===== src/hw/slsc_pkg.sv =====
// package for the serial link sync control block
// assumes a 32-bit apb slave with word-aligned registers
package slsc_pkg;
  // printed offsets are indices, not byte addresses (0x20F and 0x215 are not multiples of four): byte address = 4 * index
  localparam logic [11:0] IDX_SYNC_HEADER_MODE = 12'h20F;
  localparam logic [11:0] IDX_SYNC_REQUEST_THRESHOLD = 12'h210;
  localparam logic [11:0] IDX_LINK_CTRL = 12'h214;
  localparam logic [11:0] IDX_LINK_STATUS = 12'h215;
  localparam logic [13:0] ADDR_SYNC_HEADER_MODE = {IDX_SYNC_HEADER_MODE, 2'b00};
  localparam logic [13:0] ADDR_SYNC_REQUEST_THRESHOLD = {IDX_SYNC_REQUEST_THRESHOLD, 2'b00};
  localparam logic [13:0] ADDR_LINK_CTRL = {IDX_LINK_CTRL, 2'b00};
  localparam logic [13:0] ADDR_LINK_STATUS = {IDX_LINK_STATUS, 2'b00};
  localparam logic [7:0] RST_SYNC_HEADER_MODE = 8'h00;
  localparam logic [7:0] RST_SYNC_REQUEST_THRESHOLD = 8'h03;
  localparam logic [1:0] SH_CRC12 = 2'h0;
  localparam logic [1:0] SH_FEC = 2'h2;
  localparam int SH_SEL_W = 2;
  localparam int THRESH_W = 5;
  localparam int CTRL_EN_BIT = 0;
  localparam int CTRL_MODE_BIT = 1;
  localparam int ST_SYNC_BIT = 0;
  localparam int ST_ALIGN_BIT = 1;
  localparam int ST_REQ_BIT = 2;
  localparam int SYNC_WORD_BITS = 32;
  localparam logic [31:0] SYNC_WORD_CRC_BASE = 32'h0000_0000;
  localparam logic [31:0] FEC_SEED = 32'h0000_0001;

  typedef struct packed {
    logic [1:0] kind;     // 0 crc-12, 2 fec, 3 none (8b/10b or reserved)
    logic [11:0] check;
    logic [17:0] command; // always zero: idle headers; keeps the word at 32 bits
  } slsc_sync_word_t;
endpackage


===== src/hw/slsc_fifo.sv =====
// small valid/ready fifo for the sync word stream
// assumes one clock, asynchronous active-high reset
`timescale 1ns/1ns
module slsc_fifo #(
  parameter int WIDTH = 32,
  parameter int DEPTH = 8
) (
  input wire logic clk_sys_i,
  input wire logic rst_i,
  input wire logic in_valid_i,
  output logic in_ready_o,
  input wire logic [WIDTH-1:0] in_data_i,
  output logic out_valid_o,
  input wire logic out_ready_i,
  output logic [WIDTH-1:0] out_data_o
);
  localparam int AW = $clog2(DEPTH);
  if (DEPTH < 2 || (1 << AW) != DEPTH) begin : g_bad_depth
    $error("depth must be a power of two");
  end
  logic [WIDTH-1:0] mem [DEPTH];
  logic [AW:0] wr_ptr;
  logic [AW:0] rd_ptr;
  logic push;
  logic pop;
  assign in_ready_o = (wr_ptr - rd_ptr) != (AW + 1)'(DEPTH);
  assign out_valid_o = wr_ptr != rd_ptr;
  assign out_data_o = mem[rd_ptr[AW-1:0]];
  assign push = in_valid_i && in_ready_o;
  assign pop = out_valid_o && out_ready_i;
  always_ff @(posedge clk_sys_i) begin
    if (push) begin
      mem[wr_ptr[AW-1:0]] <= in_data_i;
    end
  end
  always_ff @(posedge clk_sys_i or posedge rst_i) begin
    if (rst_i) begin
      wr_ptr <= '0;
      rd_ptr <= '0;
    end else begin
      if (push) wr_ptr <= wr_ptr + 1'b1;
      if (pop) rd_ptr <= rd_ptr + 1'b1;
    end
  end
endmodule


===== src/hw/slsc_top.sv =====
// sync header control and sync request qualifier for the serial link
// assumes clk_sys_i is the link clock (also the sync sample rate) and sync_n_i is synchronous
//
// The APB interface to the registers was chosen for this implementation.
`timescale 1ns/1ns
// Behaviour
// - header select 0 sends a crc-12 check and 2 sends fec, 1 and 3 are reserved.
// - header select only applies in 64b/66b mode and each sync word carries 32 bits.
// - every command field of the sync word is zero so idle headers are sent.
// - the sync input is sampled once per link clock cycle.
// - a request is recognised after threshold plus one consecutive low samples.
// - shorter low periods are error reports and are ignored.
// - the threshold register resets to 3.
// - the header select register resets to 0.
// - a status bit reads 0 while sync is low and 1 while it is high.
module slsc_top (
  input wire logic clk_sys_i,
  input wire logic rst_i,
  input wire logic psel,
  input wire logic penable,
  input wire logic pwrite,
  input wire logic [15:0] paddr,
  input wire logic [31:0] pwdata,
  output logic [31:0] prdata,
  output logic pready,
  output logic pslverr,
  input wire logic sync_n_i,
  input wire logic multiblock_i,
  output logic sync_word_valid_o,
  input wire logic sync_word_ready_i,
  output logic [31:0] sync_word_o,
  output logic align_restart_o,
  output logic aligning_o
);
  typedef enum logic [1:0] {LS_IDLE, LS_ALIGN, LS_DATA} slsc_state_t;
  slsc_state_t state;
  logic [1:0] sync_header_select;
  logic [4:0] sync_request_threshold;
  logic link_enable;
  logic link_mode_select;
  logic [4:0] low_count;
  logic sync_seen;
  logic sync_request;
  logic setup;
  logic [31:0] next_prdata;
  logic addr_ok;
  logic cfg_locked;
  slsc_pkg::slsc_sync_word_t next_word;
  logic fifo_in_ready;
  logic fifo_out_valid;
  logic [31:0] fifo_out_data;
  logic [11:0] crc_acc;
  logic [31:0] fec_acc;

  assign setup = psel && !penable;
  assign cfg_locked = link_enable;

  always_comb begin
    addr_ok = 1'b1;
    next_prdata = '0;
    unique case (paddr[13:0])
      slsc_pkg::ADDR_SYNC_HEADER_MODE: next_prdata[1:0] = sync_header_select;
      slsc_pkg::ADDR_SYNC_REQUEST_THRESHOLD: next_prdata[4:0] = sync_request_threshold;
      slsc_pkg::ADDR_LINK_CTRL: next_prdata[1:0] = {link_mode_select, link_enable};
      slsc_pkg::ADDR_LINK_STATUS: begin
        next_prdata[slsc_pkg::ST_SYNC_BIT] = sync_seen;
        next_prdata[slsc_pkg::ST_ALIGN_BIT] = state == LS_ALIGN;
        next_prdata[slsc_pkg::ST_REQ_BIT] = sync_request;
      end
      default: addr_ok = 1'b0;
    endcase
    if (paddr[15:14] != 2'b00) addr_ok = 1'b0;
  end

  // no wait states: answer in the cycle after setup
  always_ff @(posedge clk_sys_i or posedge rst_i) begin
    if (rst_i) begin
      pready <= 1'b0;
      pslverr <= 1'b0;
      prdata <= 32'h0000_0000;
    end else begin
      pready <= setup;
      pslverr <= setup && !addr_ok;
      prdata <= (setup && !pwrite) ? next_prdata : 32'h0000_0000;
    end
  end

  // writes land at the completing edge; locked config writes are dropped
  always_ff @(posedge clk_sys_i or posedge rst_i) begin
    if (rst_i) begin
      sync_header_select <= slsc_pkg::RST_SYNC_HEADER_MODE[1:0];
      sync_request_threshold <= slsc_pkg::RST_SYNC_REQUEST_THRESHOLD[4:0];
      link_enable <= 1'b0;
      link_mode_select <= 1'b1;
    end else if (psel && penable && pready && pwrite) begin
      if (paddr[13:0] == slsc_pkg::ADDR_SYNC_HEADER_MODE && !cfg_locked) begin
        sync_header_select <= pwdata[1:0];
      end
      if (paddr[13:0] == slsc_pkg::ADDR_SYNC_REQUEST_THRESHOLD && !cfg_locked) begin
        sync_request_threshold <= pwdata[4:0];
      end
      if (paddr[13:0] == slsc_pkg::ADDR_LINK_CTRL) begin
        link_enable <= pwdata[slsc_pkg::CTRL_EN_BIT];
        if (!cfg_locked) link_mode_select <= pwdata[slsc_pkg::CTRL_MODE_BIT];
      end
    end
  end

  // one sample per link clock; a low run must reach threshold+1 samples
  always_ff @(posedge clk_sys_i or posedge rst_i) begin
    if (rst_i) begin
      sync_seen <= 1'b1;
      low_count <= '0;
      sync_request <= 1'b0;
    end else begin
      sync_seen <= sync_n_i;
      sync_request <= 1'b0;
      if (sync_n_i || !link_enable) begin
        low_count <= '0;
      end else begin
        if (low_count == sync_request_threshold) begin
          sync_request <= 1'b1;
        end
        if (low_count != 5'h1F) low_count <= low_count + 5'h01;
      end
    end
  end

  always_ff @(posedge clk_sys_i or posedge rst_i) begin
    if (rst_i) begin
      state <= LS_IDLE;
      align_restart_o <= 1'b0;
      aligning_o <= 1'b0;
    end else begin
      align_restart_o <= 1'b0;
      unique case (state)
        LS_IDLE: if (link_enable) begin
          state <= LS_ALIGN;
          align_restart_o <= 1'b1;
        end
        LS_ALIGN: if (!link_enable) state <= LS_IDLE;
          else if (sync_seen) state <= LS_DATA;
        LS_DATA: if (!link_enable) state <= LS_IDLE;
          else if (sync_request) begin
            state <= LS_ALIGN;
            align_restart_o <= 1'b1;
          end
      endcase
      aligning_o <= link_enable && (state != LS_DATA);
    end
  end

  always_ff @(posedge clk_sys_i or posedge rst_i) begin
    if (rst_i) begin
      crc_acc <= 12'h000;
      fec_acc <= slsc_pkg::FEC_SEED;
    end else if (multiblock_i && fifo_in_ready) begin
      crc_acc <= {crc_acc[10:0], ^crc_acc} ^ 12'h80F;
      fec_acc <= {fec_acc[30:0], fec_acc[31] ^ fec_acc[21] ^ fec_acc[1] ^ fec_acc[0]};
    end
  end

  always_comb begin
    next_word = '0;
    next_word.command = '0;
    next_word.kind = 2'h3;
    if (link_mode_select) begin
      unique case (sync_header_select)
        slsc_pkg::SH_CRC12: begin
          next_word.kind = slsc_pkg::SH_CRC12;
          next_word.check = crc_acc;
        end
        slsc_pkg::SH_FEC: begin
          next_word.kind = slsc_pkg::SH_FEC;
          next_word.check = fec_acc[11:0];
        end
        default: next_word.kind = 2'h3;
      endcase
    end
  end

  // back-pressure: a full fifo holds the check generators
  slsc_fifo #(.WIDTH(slsc_pkg::SYNC_WORD_BITS), .DEPTH(8)) u_fifo (
    .clk_sys_i(clk_sys_i),
    .rst_i(rst_i),
    .in_valid_i(multiblock_i && link_enable && state == LS_DATA),
    .in_ready_o(fifo_in_ready),
    .in_data_i(next_word),
    .out_valid_o(fifo_out_valid),
    .out_ready_i(sync_word_ready_i && !sync_word_valid_o),
    .out_data_o(fifo_out_data)
  );

  always_ff @(posedge clk_sys_i or posedge rst_i) begin
    if (rst_i) begin
      sync_word_valid_o <= 1'b0;
      sync_word_o <= 32'h0000_0000;
    end else if (sync_word_valid_o) begin
      if (sync_word_ready_i) sync_word_valid_o <= 1'b0;
    end else if (fifo_out_valid && sync_word_ready_i) begin
      sync_word_valid_o <= 1'b1;
      sync_word_o <= fifo_out_data;
    end
  end

  a_thresh_reset: assert property (@(posedge clk_sys_i) $fell(rst_i)
    |-> sync_request_threshold == 5'h03) else $error("threshold reset wrong");
  a_mode_reset: assert property (@(posedge clk_sys_i) $fell(rst_i)
    |-> sync_header_select == 2'h0) else $error("header select reset wrong");
  a_req_qualify: assert property (@(posedge clk_sys_i) disable iff (rst_i)
    sync_request |-> $past(low_count) == sync_request_threshold && $past(!sync_n_i))
    else $error("request without enough low samples");
  a_short_ignored: assert property (@(posedge clk_sys_i) disable iff (rst_i)
    $past(sync_n_i) |-> !sync_request) else $error("short low run raised request");
  a_sync_status: assert property (@(posedge clk_sys_i) disable iff (rst_i)
    sync_seen == $past(sync_n_i)) else $error("sync status stale");
  a_lock_cfg: assert property (@(posedge clk_sys_i) disable iff (rst_i)
    $past(link_enable) && link_enable |-> $stable(sync_request_threshold)
    && $stable(sync_header_select)) else $error("config changed while enabled");
  a_idle_command: assert property (@(posedge clk_sys_i) disable iff (rst_i)
    sync_word_valid_o |-> sync_word_o[17:0] == 18'h0) else $error("command not idle");
  a_restart_req: assert property (@(posedge clk_sys_i) disable iff (rst_i)
    state == LS_DATA && sync_request && link_enable |=> align_restart_o && state == LS_ALIGN)
    else $error("request did not restart alignment");
  a_mode_gate: assert property (@(posedge clk_sys_i) disable iff (rst_i)
    !link_mode_select |-> next_word.kind == 2'h3) else $error("header outside 64b66b");
  a_kind_sel: assert property (@(posedge clk_sys_i) disable iff (rst_i)
    link_mode_select && sync_header_select == 2'h2 |-> next_word.kind == 2'h2)
    else $error("fec not selected");
  a_sample_rate: assert property (@(posedge clk_sys_i) disable iff (rst_i)
    !sync_n_i && link_enable && $past(!sync_n_i) && $past(link_enable)
    && $past(low_count) != 5'h1F |-> low_count == $past(low_count) + 5'h01)
    else $error("low run not counted each cycle");
endmodule


===== config.mk =====
export PLATFORM = sky130hd
export DESIGN_NAME = slsc_top
export DESIGN_NICKNAME = d
export VERILOG_FILES = /design/src/hw/slsc_pkg.sv /design/src/hw/slsc_fifo.sv /design/src/hw/slsc_top.sv
export SDC_FILE = /design/constraint.sdc
export NUM_CORES = 1
export LEC_CHECK = 0
export BUFFER_PORTS_ARGS = -buffer_cell sky130_fd_sc_hd__buf_2
export CAP_MARGIN = 10
export CORE_ASPECT_RATIO = 1.1
export CORE_MARGIN = 2
export CORE_UTILIZATION = 30
export DETAILED_ROUTE_END_ITERATION = 16
export GPL_TIMING_DRIVEN = 1
export PLACE_DENSITY = 0.46
export SLEW_MARGIN = 30
export SYNTH_ARGS = -nofsm -noshare
export SYNTH_HDL_FRONTEND = slang
export SYNTH_HIERARCHICAL = 1
export SYNTH_SLANG_ARGS = --single-unit

===== constraint.sdc =====
create_clock -name clk_sys_i -period 10.5 [get_ports clk_sys_i]
set_input_delay 1.05 -clock clk_sys_i [delete_from_list [all_inputs] [get_ports clk_sys_i]]
set_output_delay 1.05 -clock clk_sys_i [all_outputs]
set_load 0.01 [all_outputs]

==> out/qor.csv, run 1 <==
stage,metric,value,unit
status,outcome,completed,
grt,antenna_found_initial,0,
setup_path,cp-start-kind,register,
floorplan,core-area,49030,sq um
pwr,p_total,3.086,mW
setup_path,cpPeakStageDelay,0.72,ns
yosys,ys_types,53,
floorplan,initial_core_util,30.40,%
sta,finalHoldViolations,0,
grt,grt_max_degree,59,
cts,clock_latency,0.58,ns
sta,fin_skew,0.03047,ns
route,initialDrtViolationCount,286,
sta,clock.fmax,320.5,MHz
setup_path,path_class,reg -> reg,
route,wl_per_cell,16.61,um
placed_design,placed_cell_area,16510,sq um
layout,fillers,4670,
sta,worstMarginPinSlew,0.9175,ns
grt,grt_pass1_vias,7927,
cts,cts_root_buffer,clkbuf_16,
layout,num_antenna_cells,0,
cts,cts_resized,0,
grt,gr-total-overflow,0,
yosys,ys_seq_area_share,70.42,%
yosys,ys_warn_count,6,
cts,path_clk_slew,0.06,ns
cts,holdBufCountCts,0,
route,via_per_inst,4.172,
yosys,synth-edff-count,256,
cts,cts.sinks,368,
yosys,synthesis.area,14910,sq um
layout,mostFrequentLayoutCells,"edfxtp_1, conb_1, nand2_1, dfrtp_1, mux2_1",
cts,postCtsSetupBuffers,0,
floorplan,die_h,237.8,um
layout,seq_area,10500,sq um
yosys,ys.flop_type,edfxtp_1,
cts,cts_tree,done,
yosys,syn_avg_cell_area,17.35,sq um
flow_run,cap_violations,0,
route,vias,7422,
layout,post-route-util,36.28,%
route,drtPass1Iterations,4,
setup_path,crit_buf_inv,2,
setup_path,critPathSlowestCell,dfrtp_2,
yosys,ys_ff_latch,368,
setup_path,critPathMaxFanout,32,
sta,rsz0062_at_grt,no,
setup_path,cp_cell_sequence,"inv_1, ha_1, nor2b_1, o211ai_1, nand3_4, nor4b_2, buf_4",
yosys,synthArstFlopShare,30.43,%
pwr,power_density,173.5,nW/um^2
cts,clockBufferDepth,3,
pwr,p_leak,7.024,nW
setup_path,cp_top_family,flip-flops,
setup_path,end_kind,register,
pwr,ir_worst_vdd,104.4,uV
route,route.detailed.drc,0,
placed_design,gp_congestion,0.7369,
setup_path,arrival,3.31,ns
layout,finalInstanceArea,17790,sq um
layout,multi_input_area,4697,sq um
placed_design,io_buffer_count,70,
min_path,hold_path.class,in -> async,
sta,period_share,29.71,%
layout,final_net_count,1159,
floorplan,rows,85,
sta,drv_slew,0,
placed_design,hpwl,16.36,mm
route,drt_wl_total,29.54,mm
yosys,synthCells,859,
route,drtAntennaViolNets,0,
setup_path,reg2reg_depth,7,
cts,htreeDepth,2,
sta,period_minus_slack,3.120,ns
floorplan,die_x,216.5,um
cts,cts_buffers,42,
layout,final_common_cell,edfxtp_1,
floorplan,dieArea,51490,sq um
floorplan,io_pins,125,
grt,grt_pass1_wl,46.62,mm
layout,syn2layout_area_growth,19.32,%
setup_path,cp.required,10.69,ns
grt,grt_use_total,11.92,%
layout,drive_above_1_share,20.94,%
sta,slew_headroom,38.83,%
sta,finalSetupTns,0,ns
setup_path,cp.depth,7,
sta,setup_viol,0,
[routing by layer]
metal / track usage [%] / up-vias / part of all wire [%]
met3: 2.917 / 34 / 4.0
met4: 3.196 / 0 / 1.7
li1: - / 3515 / -
met5: 0 / - / 0
met2: 20.57 / 105 / 51
met1: 14.93 / 3768 / 44
[layout make-up]
cell class                      instances  share of cell area [%]
Tap cell                              652                   4.587
Multi-Input combinational cell        584                   26.41
Clock buffer                           59                   6.268
Clock inverter                         19                  0.7738
Inverter                               13                  0.2884
Sequential cell                       368                   59.04
Timing Repair Buffer                   84                   2.631
[worst reg2reg max path: stages (launching register included)]
cell      delay (ns)
dfrtp_2         0.72
inv_1           0.10
ha_1            0.34
nor2b_1         0.18
o211ai_1        0.34
nand3_4         0.22
nor4b_2         0.30
buf_4           0.53
[per-stage QoR]
step	instances	worst slack (ns)	hold WS [ns]
3_5_place_dp	1700	7.288	0.4694
4_1_cts	1778	7.270	0.4376
3_3_place_gp	1700	7.172	0.4655
5_1_grt	1779	7.140	0.4489
2_1_floorplan	1029	4.526	0.4541
6_report	1779	7.380	0.4584
[kinds of logic (layout without fill, tap and decap cells)]
family	count (synthesis)	count (layout)	share of synthesized area [%]
compound gates	19	19	0.8310
xor+xnor	29	29	1.897
fa+ha+maj	10	10	0.8394
buf+inv	77	175	2.736
flops	368	368	70.42
mux	162	162	17.08
other cells	1	171	0.02516
simple gates	193	193	6.170
[power breakdown]
part / switching (mW) / total, mW / internal [mW]
logic: 0.0757 / 0.149 / 0.0734
clock network: 0.592 / 1.34 / 0.752
registers: 0.0226 / 1.59 / 1.57
[final timing paths]
path | end | startpoint | slack (ns)
worst max-delay path | u_fifo/mem[6][15] | u_fifo/rd_ptr[1] | 7.38
max in group asynchronous | sync_word_o[19] | rst_i | 8.70
worst min register to register | fec_acc[15] | fec_acc[14] | 0.47
min in group clk_sys_i | fec_acc[15] | fec_acc[14] | 0.47
worst max register to register | u_fifo/mem[6][15] | u_fifo/rd_ptr[1] | 7.38
worst min-delay path | u_fifo/wr_ptr[2] | rst_i | 0.46
[Yosys cell counts, drive strengths merged, types with 4 or more instances]
cell,instances,share of area (%)
and2,4,0.17
and3,4,0.17
buf,43,1.9
clkbuf,21,0.53
dfrtp,107,18
dfstp,5,0.88
edfxtp,256,52
ha,10,0.84
inv,13,0.33
mux2,81,6.3
mux2i,17,1.1
mux4,64,9.7
nand2,108,2.7
nand2b,6,0.25
nand3,7,0.32
nand4,6,0.25
nor2,29,0.76
nor2b,5,0.21
nor3,5,0.17
nor4,5,0.25
o21ai,6,0.20
xnor2,19,1.1
xor2,8,0.47
[flip-flops by register name, summed over array words and instances (netlist names)]
| register | flops |
|---|---|
| link_mode_select | 1 |
| fec_acc | 32 |
| sync_header_select | 2 |
| sync_word_valid_o | 1 |
| low_count | 5 |
| state | 2 |
| cfg_locked | 1 |
| aligning_o | 1 |
| sync_request | 1 |
| sync_seen | 1 |
| u_fifo/wr_ptr | 4 |
| pready | 1 |
| align_restart_o | 1 |
| sync_request_threshold | 5 |
| prdata | 5 |
| u_fifo/rd_ptr | 4 |
| crc_acc | 12 |
| sync_word_o | 32 |
| pslverr | 1 |
| u_fifo/mem | 256 |
No activity file was read; power rests on OpenSTA's default activity.
==> run 2: changes to the inputs <==
- clock period: 10.5 -> 3.1 ns (I/O delays scaled with it)
==> run 2 against run 1 <==
Net effect:
- register-to-register slack got worse by 6.9 ns
- global-route usage grew 0.10 points
- total power grew to 3.4 times the previous value
- clock skew is 0.0089 ns lower
- clock power grew to 3.4 times the previous value
- hold slack worse by 0.40 ns
- count of clock-buffer cells in the layout is 6 higher
- first-iteration DRC count is 21% higher
- wire length grew 1.3%
- sequential share of layout area down 1.1 points
- combinational power rose to 3.4 times the previous value
- flip-flop and latch count unchanged
- critical endpoint is now u_fifo/mem[2][9]
==> out/qor.csv, run 2 (synthesis gave the netlist of run 1 again) <==
stage,metric,value,unit,change
status,outcome,completed,,
setup_path,critPathMaxFanout,32,,unchanged
sta,period_share,85.21,%,+55 points
grt,grt_pass1_vias,8108,,+2.3%
cts,clockBufferDepth,3,,unchanged
setup_path,cp-start-kind,register,,
layout,seq_area,10500,sq um,about the same
sta,period_minus_slack,2.641,ns,-0.4783 ns
cts,clock_latency,0.56,ns,-0.02 ns
floorplan,die_x,216.5,um,unchanged
grt,antenna_found_initial,0,,unchanged
layout,finalInstanceArea,18130,sq um,+1.9%
pwr,p_total,10.48,mW,+240%
min_path,hold_path.class,in -> reg,,
pwr,ir_worst_vdd,329.7,uV,+220%
setup_path,cpPeakStageDelay,0.57,ns,-0.15 ns
cts,cts_buffers,42,,unchanged
route,vias,7558,,+1.8%
sta,clock.fmax,378.6,MHz,+18%
pwr,p_leak,7.149,nW,+1.8%
route,drtAntennaViolNets,0,,unchanged
layout,multi_input_area,4768,sq um,+1.5%
floorplan,rows,85,,unchanged
route,wl_per_cell,16.65,um,+0.27%
layout,final_net_count,1179,,+1.7%
pwr,power_density,578.0,nW/um^2,+230%
sta,finalHoldViolations,0,,unchanged
setup_path,end_kind,register,,
floorplan,initial_core_util,30.40,%,unchanged
grt,gr-total-overflow,0,,unchanged
cts,htreeDepth,2,,unchanged
sta,finalSetupTns,0,ns,unchanged
setup_path,arrival,2.87,ns,-0.44 ns
route,drt_wl_total,29.94,mm,+1.3%
setup_path,cp_cell_sequence,"ha_4, nor2b_4, o211ai_1, nand3_4, nor4b_4, buf_12",,
route,drtPass1Iterations,4,,unchanged
setup_path,path_class,reg -> reg,,
floorplan,dieArea,51490,sq um,unchanged
placed_design,placed_cell_area,16780,sq um,+1.6%
sta,worstMarginPinSlew,0.8425,ns,-0.07502 ns
layout,mostFrequentLayoutCells,"edfxtp_1, conb_1, nand2_1, dfrtp_1, mux2_1",,
sta,setup_viol,0,,unchanged
floorplan,die_h,237.8,um,unchanged
cts,path_clk_slew,0.06,ns,about the same
layout,final_common_cell,edfxtp_1,,
cts,cts_resized,0,,unchanged
sta,fin_skew,0.02153,ns,-0.008936 ns
grt,grt_use_total,12.02,%,+0.10 points
cts,cts_tree,done,,
grt,grt_pass1_wl,47.09,mm,+1.0%
cts,cts.sinks,368,,unchanged
layout,num_antenna_cells,0,,unchanged
cts,cts_root_buffer,clkbuf_16,,
sta,rsz0062_at_grt,no,,
layout,fillers,4631,,-0.84%
sta,drv_slew,0,,unchanged
floorplan,core-area,49030,sq um,unchanged
route,via_per_inst,4.204,,+0.76%
setup_path,critPathSlowestCell,dfrtp_2,,
grt,grt_max_degree,68,,+15%
route,route.detailed.drc,0,,unchanged
placed_design,io_buffer_count,70,,unchanged
layout,largest_register_ffs,256,,unchanged
setup_path,cp.required,3.33,ns,-7.36 ns
layout,drive_above_1_share,22.08,%,+1.1 points
flow_run,cap_violations,0,,unchanged
sta,slew_headroom,43.83,%,+5.0 points
cts,postCtsSetupBuffers,0,,unchanged
placed_design,hpwl,17.41,mm,+6.4%
floorplan,io_pins,125,,unchanged
layout,syn2layout_area_growth,21.65,%,
route,initialDrtViolationCount,346,,+21%
placed_design,gp_congestion,0.7047,,-4.4%
==> run 2: routing by layer <==
layer  track usage (%)  share of wire, %  vias up
met1             15.20                44     3850
met2             20.63                50      109
met4             3.632               2.1        0
li1                  -                 -     3550
met3             2.636               3.6       49
met5                 0                 0        -
==> run 2: worst max-delay path: cells and delay by family (launching register included) <==
kind,cells,cell delay (ns)
simple gates,3,0.83
buf+inv,1,0.28
flops,1,0.57
compound gates,1,0.36
fa+ha+maj,1,0.27
==> run 2: timing repair <==
| action | 4_1_cts | 5_1_grt |
|---|---|---|
| endpoints found under the setup margin | 0 | 0 |
| endpoints found under the hold margin | 52 | 0 |
| hold buffers | 9 | 0 |
==> run 2: path summary, 6_finish.rpt <==
kind / from / to / slack [ns] / depth (start not counted)
setup / recovery: u_fifo/wr_ptr[1] / u_fifo/mem[2][9] / 0.46 / 6
hold / removal: psel / pready / 0.06 / 2
setup reg to reg: u_fifo/wr_ptr[1] / u_fifo/mem[2][9] / 0.46 / 6
hold reg to reg: fec_acc[17] / fec_acc[18] / 0.47 / 1
max in group asynchronous: rst_i / fec_acc[12] / 1.77 / 4
min in group asynchronous: rst_i / u_fifo/rd_ptr[2] / 0.35 / 3
==> run 2: final cells by class <==
| type | count | share of cell area [%] |
|---|---|---|
| Clock inverter | 12 | 0.4071 |
| Clock buffer | 65 | 6.555 |
| Timing Repair Buffer | 104 | 4.037 |
| Multi-Input combinational cell | 584 | 26.30 |
| Inverter | 13 | 0.2829 |
| Tap cell | 652 | 4.499 |
| Sequential cell | 368 | 57.92 |
==> run 2: through the flow <==
stage	std cells	utilization, %	hold slack [ns]	setup WS, ns
2_1_floorplan	1029	-	0.1256	-0.1957
3_3_place_gp	1712	34.21	0.3713	0.4717
6_report	1798	36.98	0.06134	0.4585
3_5_place_dp	1712	34.22	0.3754	0.4697
4_1_cts	1798	36.98	0.01831	0.4549
5_1_grt	1798	36.98	0.04146	0.2992
==> run 2: power by group <==
part	total [mW]	internal (mW)	switching, mW	leakage (nW)
registers	5.40	5.32	0.0803	3.86
logic	0.507	0.258	0.249	2.68
clock network	4.58	2.64	1.93	0.611
==> run 3: changes to the inputs <==
- REMOVE_ABC_BUFFERS: unset -> 1
- TNS_END_PERCENT: unset -> 10
==> run 3 against run 2 <==
Net effect:
- hold slack got worse by 0.013 ns
- utilization about the same
- global-route usage increased by 0.091 points
- combinational power increased by 2%
- sequential power about the same
- cell count about the same
- register-to-register slack got worse by 0.06 ns
- via count decreased by 0.69%
- clock skew decreased by 0.014 ns
- fmax decreased by 2.2%
- highest routed layer unchanged
- critical path type unchanged
- wire length decreased by 0.28%
==> out/qor.csv, run 3 (synthesis gave the netlist of run 1 again) <==
stage,metric,value,unit,change
status,outcome,completed,,
placed_design,hpwl,17.46,mm,+0.28%
setup_path,cp.required,3.35,ns,+0.02 ns
floorplan,initial_core_util,30.40,%,unchanged
sta,finalHoldViolations,0,,unchanged
layout,syn2layout_area_growth,21.58,%,about the same
layout,largest_register_ffs,256,,unchanged
route,drtPass1Iterations,4,,unchanged
setup_path,critPathLaunch,u_fifo/wr_ptr[1],,
setup_path,cp-start-kind,register,,
pwr,ir_worst_vdd,342.8,uV,+4.0%
setup_path,critPathMaxFanout,25,,-22%
layout,seq_area,10500,sq um,about the same
route,initialDrtViolationCount,229,,-34%
cts,postCtsSetupBuffers,0,,unchanged
min_path,hold_path.class,in -> reg,,
grt,grt_max_degree,68,,unchanged
placed_design,dp.cells,1712,,unchanged
sta,fin_skew,0.007740,ns,-0.01379 ns
placed_design,gp_congestion,0.6676,,-5.3%
sta,clock.fmax,370.2,MHz,-2.2%
layout,final_net_count,1179,,unchanged
route,met1_length,12.57,mm,-5.4%
pwr,p_int,8.447,mW,+2.7%
layout,drive_above_1_share,21.97,%,-0.11 points
pwr,p_total,10.74,mW,+2.5%
route,wl_per_cell,16.59,um,-0.34%
layout,post-route-util,36.96,%,about the same
layout,num_antenna_cells,0,,unchanged
pwr,comb_power_share,4.8,%,about the same
layout,multi_input_area,4690,sq um,-1.7%
pwr,clkPwrFrac,45.0,%,+1.3 points
grt,grt_pass1_wl,47.26,mm,+0.35%
route,highest_layer,met4,,
layout,mostFrequentLayoutCells,"edfxtp_1, conb_1, nand2_1, dfrtp_1, mux2_1",,
route,route.detailed.drc,0,,unchanged
setup_path,critPathSlowestCell,dfrtp_1,,
pwr,power_density,592.5,nW/um^2,+2.5%
floorplan,io_pins,125,,unchanged
cts,cts_buffers,42,,unchanged
grt,gr-total-overflow,0,,unchanged
floorplan,core-area,49030,sq um,unchanged
pwr,swShare,21.33,%,-0.22 points
layout,fillers,4648,,+0.37%
flow_run,cap_violations,0,,unchanged
placed_design,io_buffer_count,70,,unchanged
setup_path,regToRegSetupSlack,0.40,ns,-0.06 ns
cts,clock_latency,0.56,ns,about the same
grt,grt_use_total,12.12,%,+0.091 points
sta,period_share,87.13,%,+1.9 points
floorplan,rows,85,,unchanged
setup_path,path_class,reg -> reg,,
setup_path,arrival,2.95,ns,+0.08 ns
cts,cts_root_buffer,clkbuf_16,,
route,met2_length,15.37,mm,+2.8%
grt,antenna_found_initial,0,,unchanged
layout,stdcell_count,1799,,+0.056%
cts,clockBufferDepth,3,,unchanged
pwr,p_leak,7.180,nW,+0.43%
setup_path,r2r-start,u_fifo/wr_ptr[1],,
floorplan,die_x,216.5,um,unchanged
sta,worstMarginPinSlew,0.8414,ns,-0.001055 ns
floorplan,die_h,237.8,um,unchanged
sta,period_minus_slack,2.701,ns,+0.05954 ns
sta,finalSetupTns,0,ns,unchanged
route,via_per_inst,4.172,,-0.74%
sta,setup_viol,0,,unchanged
min_path,worstHoldStart,psel,,
placed_design,dp_slack,0.4006,ns,-0.06913 ns
layout,final_common_cell,edfxtp_1,,
cts,cts_resized,0,,unchanged
cts,cts_tree,done,,
route,dr_wl_met3,1.219,mm,+15%
floorplan,dieArea,51490,sq um,unchanged
sta,rsz0062_at_grt,no,,
sta,drv_slew,0,,unchanged
cts,path_clk_slew,0.06,ns,about the same
setup_path,end_kind,register,,
route,drtAntennaViolNets,0,,unchanged
cts,cts.sinks,368,,unchanged
grt,grt_pass1_vias,8152,,+0.54%
setup_path,cp_cell_sequence,"ha_1, nor2b_1, o211ai_1, nand3_4, nor4b_2, buf_12",,
pwr,switching_power,2.291,mW,+1.4%
route,vias,7506,,-0.69%
sta,fin_ws,0.3990,ns,-0.05954 ns
route,drt_wl_total,29.85,mm,-0.28%
cts,htreeDepth,2,,unchanged
pwr,power_frac_seq,50.2,%,-1.3 points
setup_path,cpPeakStageDelay,0.57,ns,about the same
sta,slew_headroom,43.90,%,+0.070 points
run 3: path summary, 6_finish.rpt:
check	to	depth (start not counted)
setup / recovery	u_fifo/mem[6][25]	6
hold / removal	pready	2
setup reg to reg	u_fifo/mem[6][25]	6
hold reg to reg	fec_acc[25]	1
max in group asynchronous	sync_word_o[27]	4
min in group asynchronous	u_fifo/wr_ptr[3]	3
run 3: final cells by class:
class | instances | area share, %
timing repair buffer | 104 | 3.970
inverter | 13 | 0.2831
tap | 652 | 4.502
sequential | 368 | 57.95
clock buffer | 66 | 6.690
clock inverter | 12 | 0.7318
multi-input combinational | 584 | 25.88
run 3: what timing repair did:
item                                   in CTS  in global routing
endpoints found under the hold margin      44                  0
setup endpoints to repair                   0                  0
hold buffers                                9                  0
run 3: power groups by stage:
stage | clock network, mW | registers [mW] | logic (mW)
5_1_grt | 5.21 | 5.40 | 0.584
6_report | 4.83 | 5.39 | 0.518
3_3_place_gp | 0 | 5.49 | 0.513
3_5_place_dp | 0 | 5.49 | 0.512
2_1_floorplan | 0 | 5.47 | 0.401
4_1_cts | 5.01 | 5.39 | 0.525
run 3: metal layers:
layer,vias to the layer above,track usage (%)
met1,3775,14.79
met4,0,4.006
met3,43,2.828
met2,138,21.11
li1,3550,-
met5,-,0
run 3: critical path: cells and delay by family, from the launching register on:
kind,cells,cell delay (ns)
flops,1,0.57
compound gates,1,0.35
fa+ha+maj,1,0.33
buf+inv,1,0.28
simple gates,3,0.84
run 3: stage by stage:
stage               instance area [sq um]  hold slack (ns)
floorplan                           15180           0.1257
global placement                    16680           0.3309
detailed placement                  16680           0.3253
CTS                                 18120          0.01234
global route                        18120          0.03125
finish                              18120          0.04791
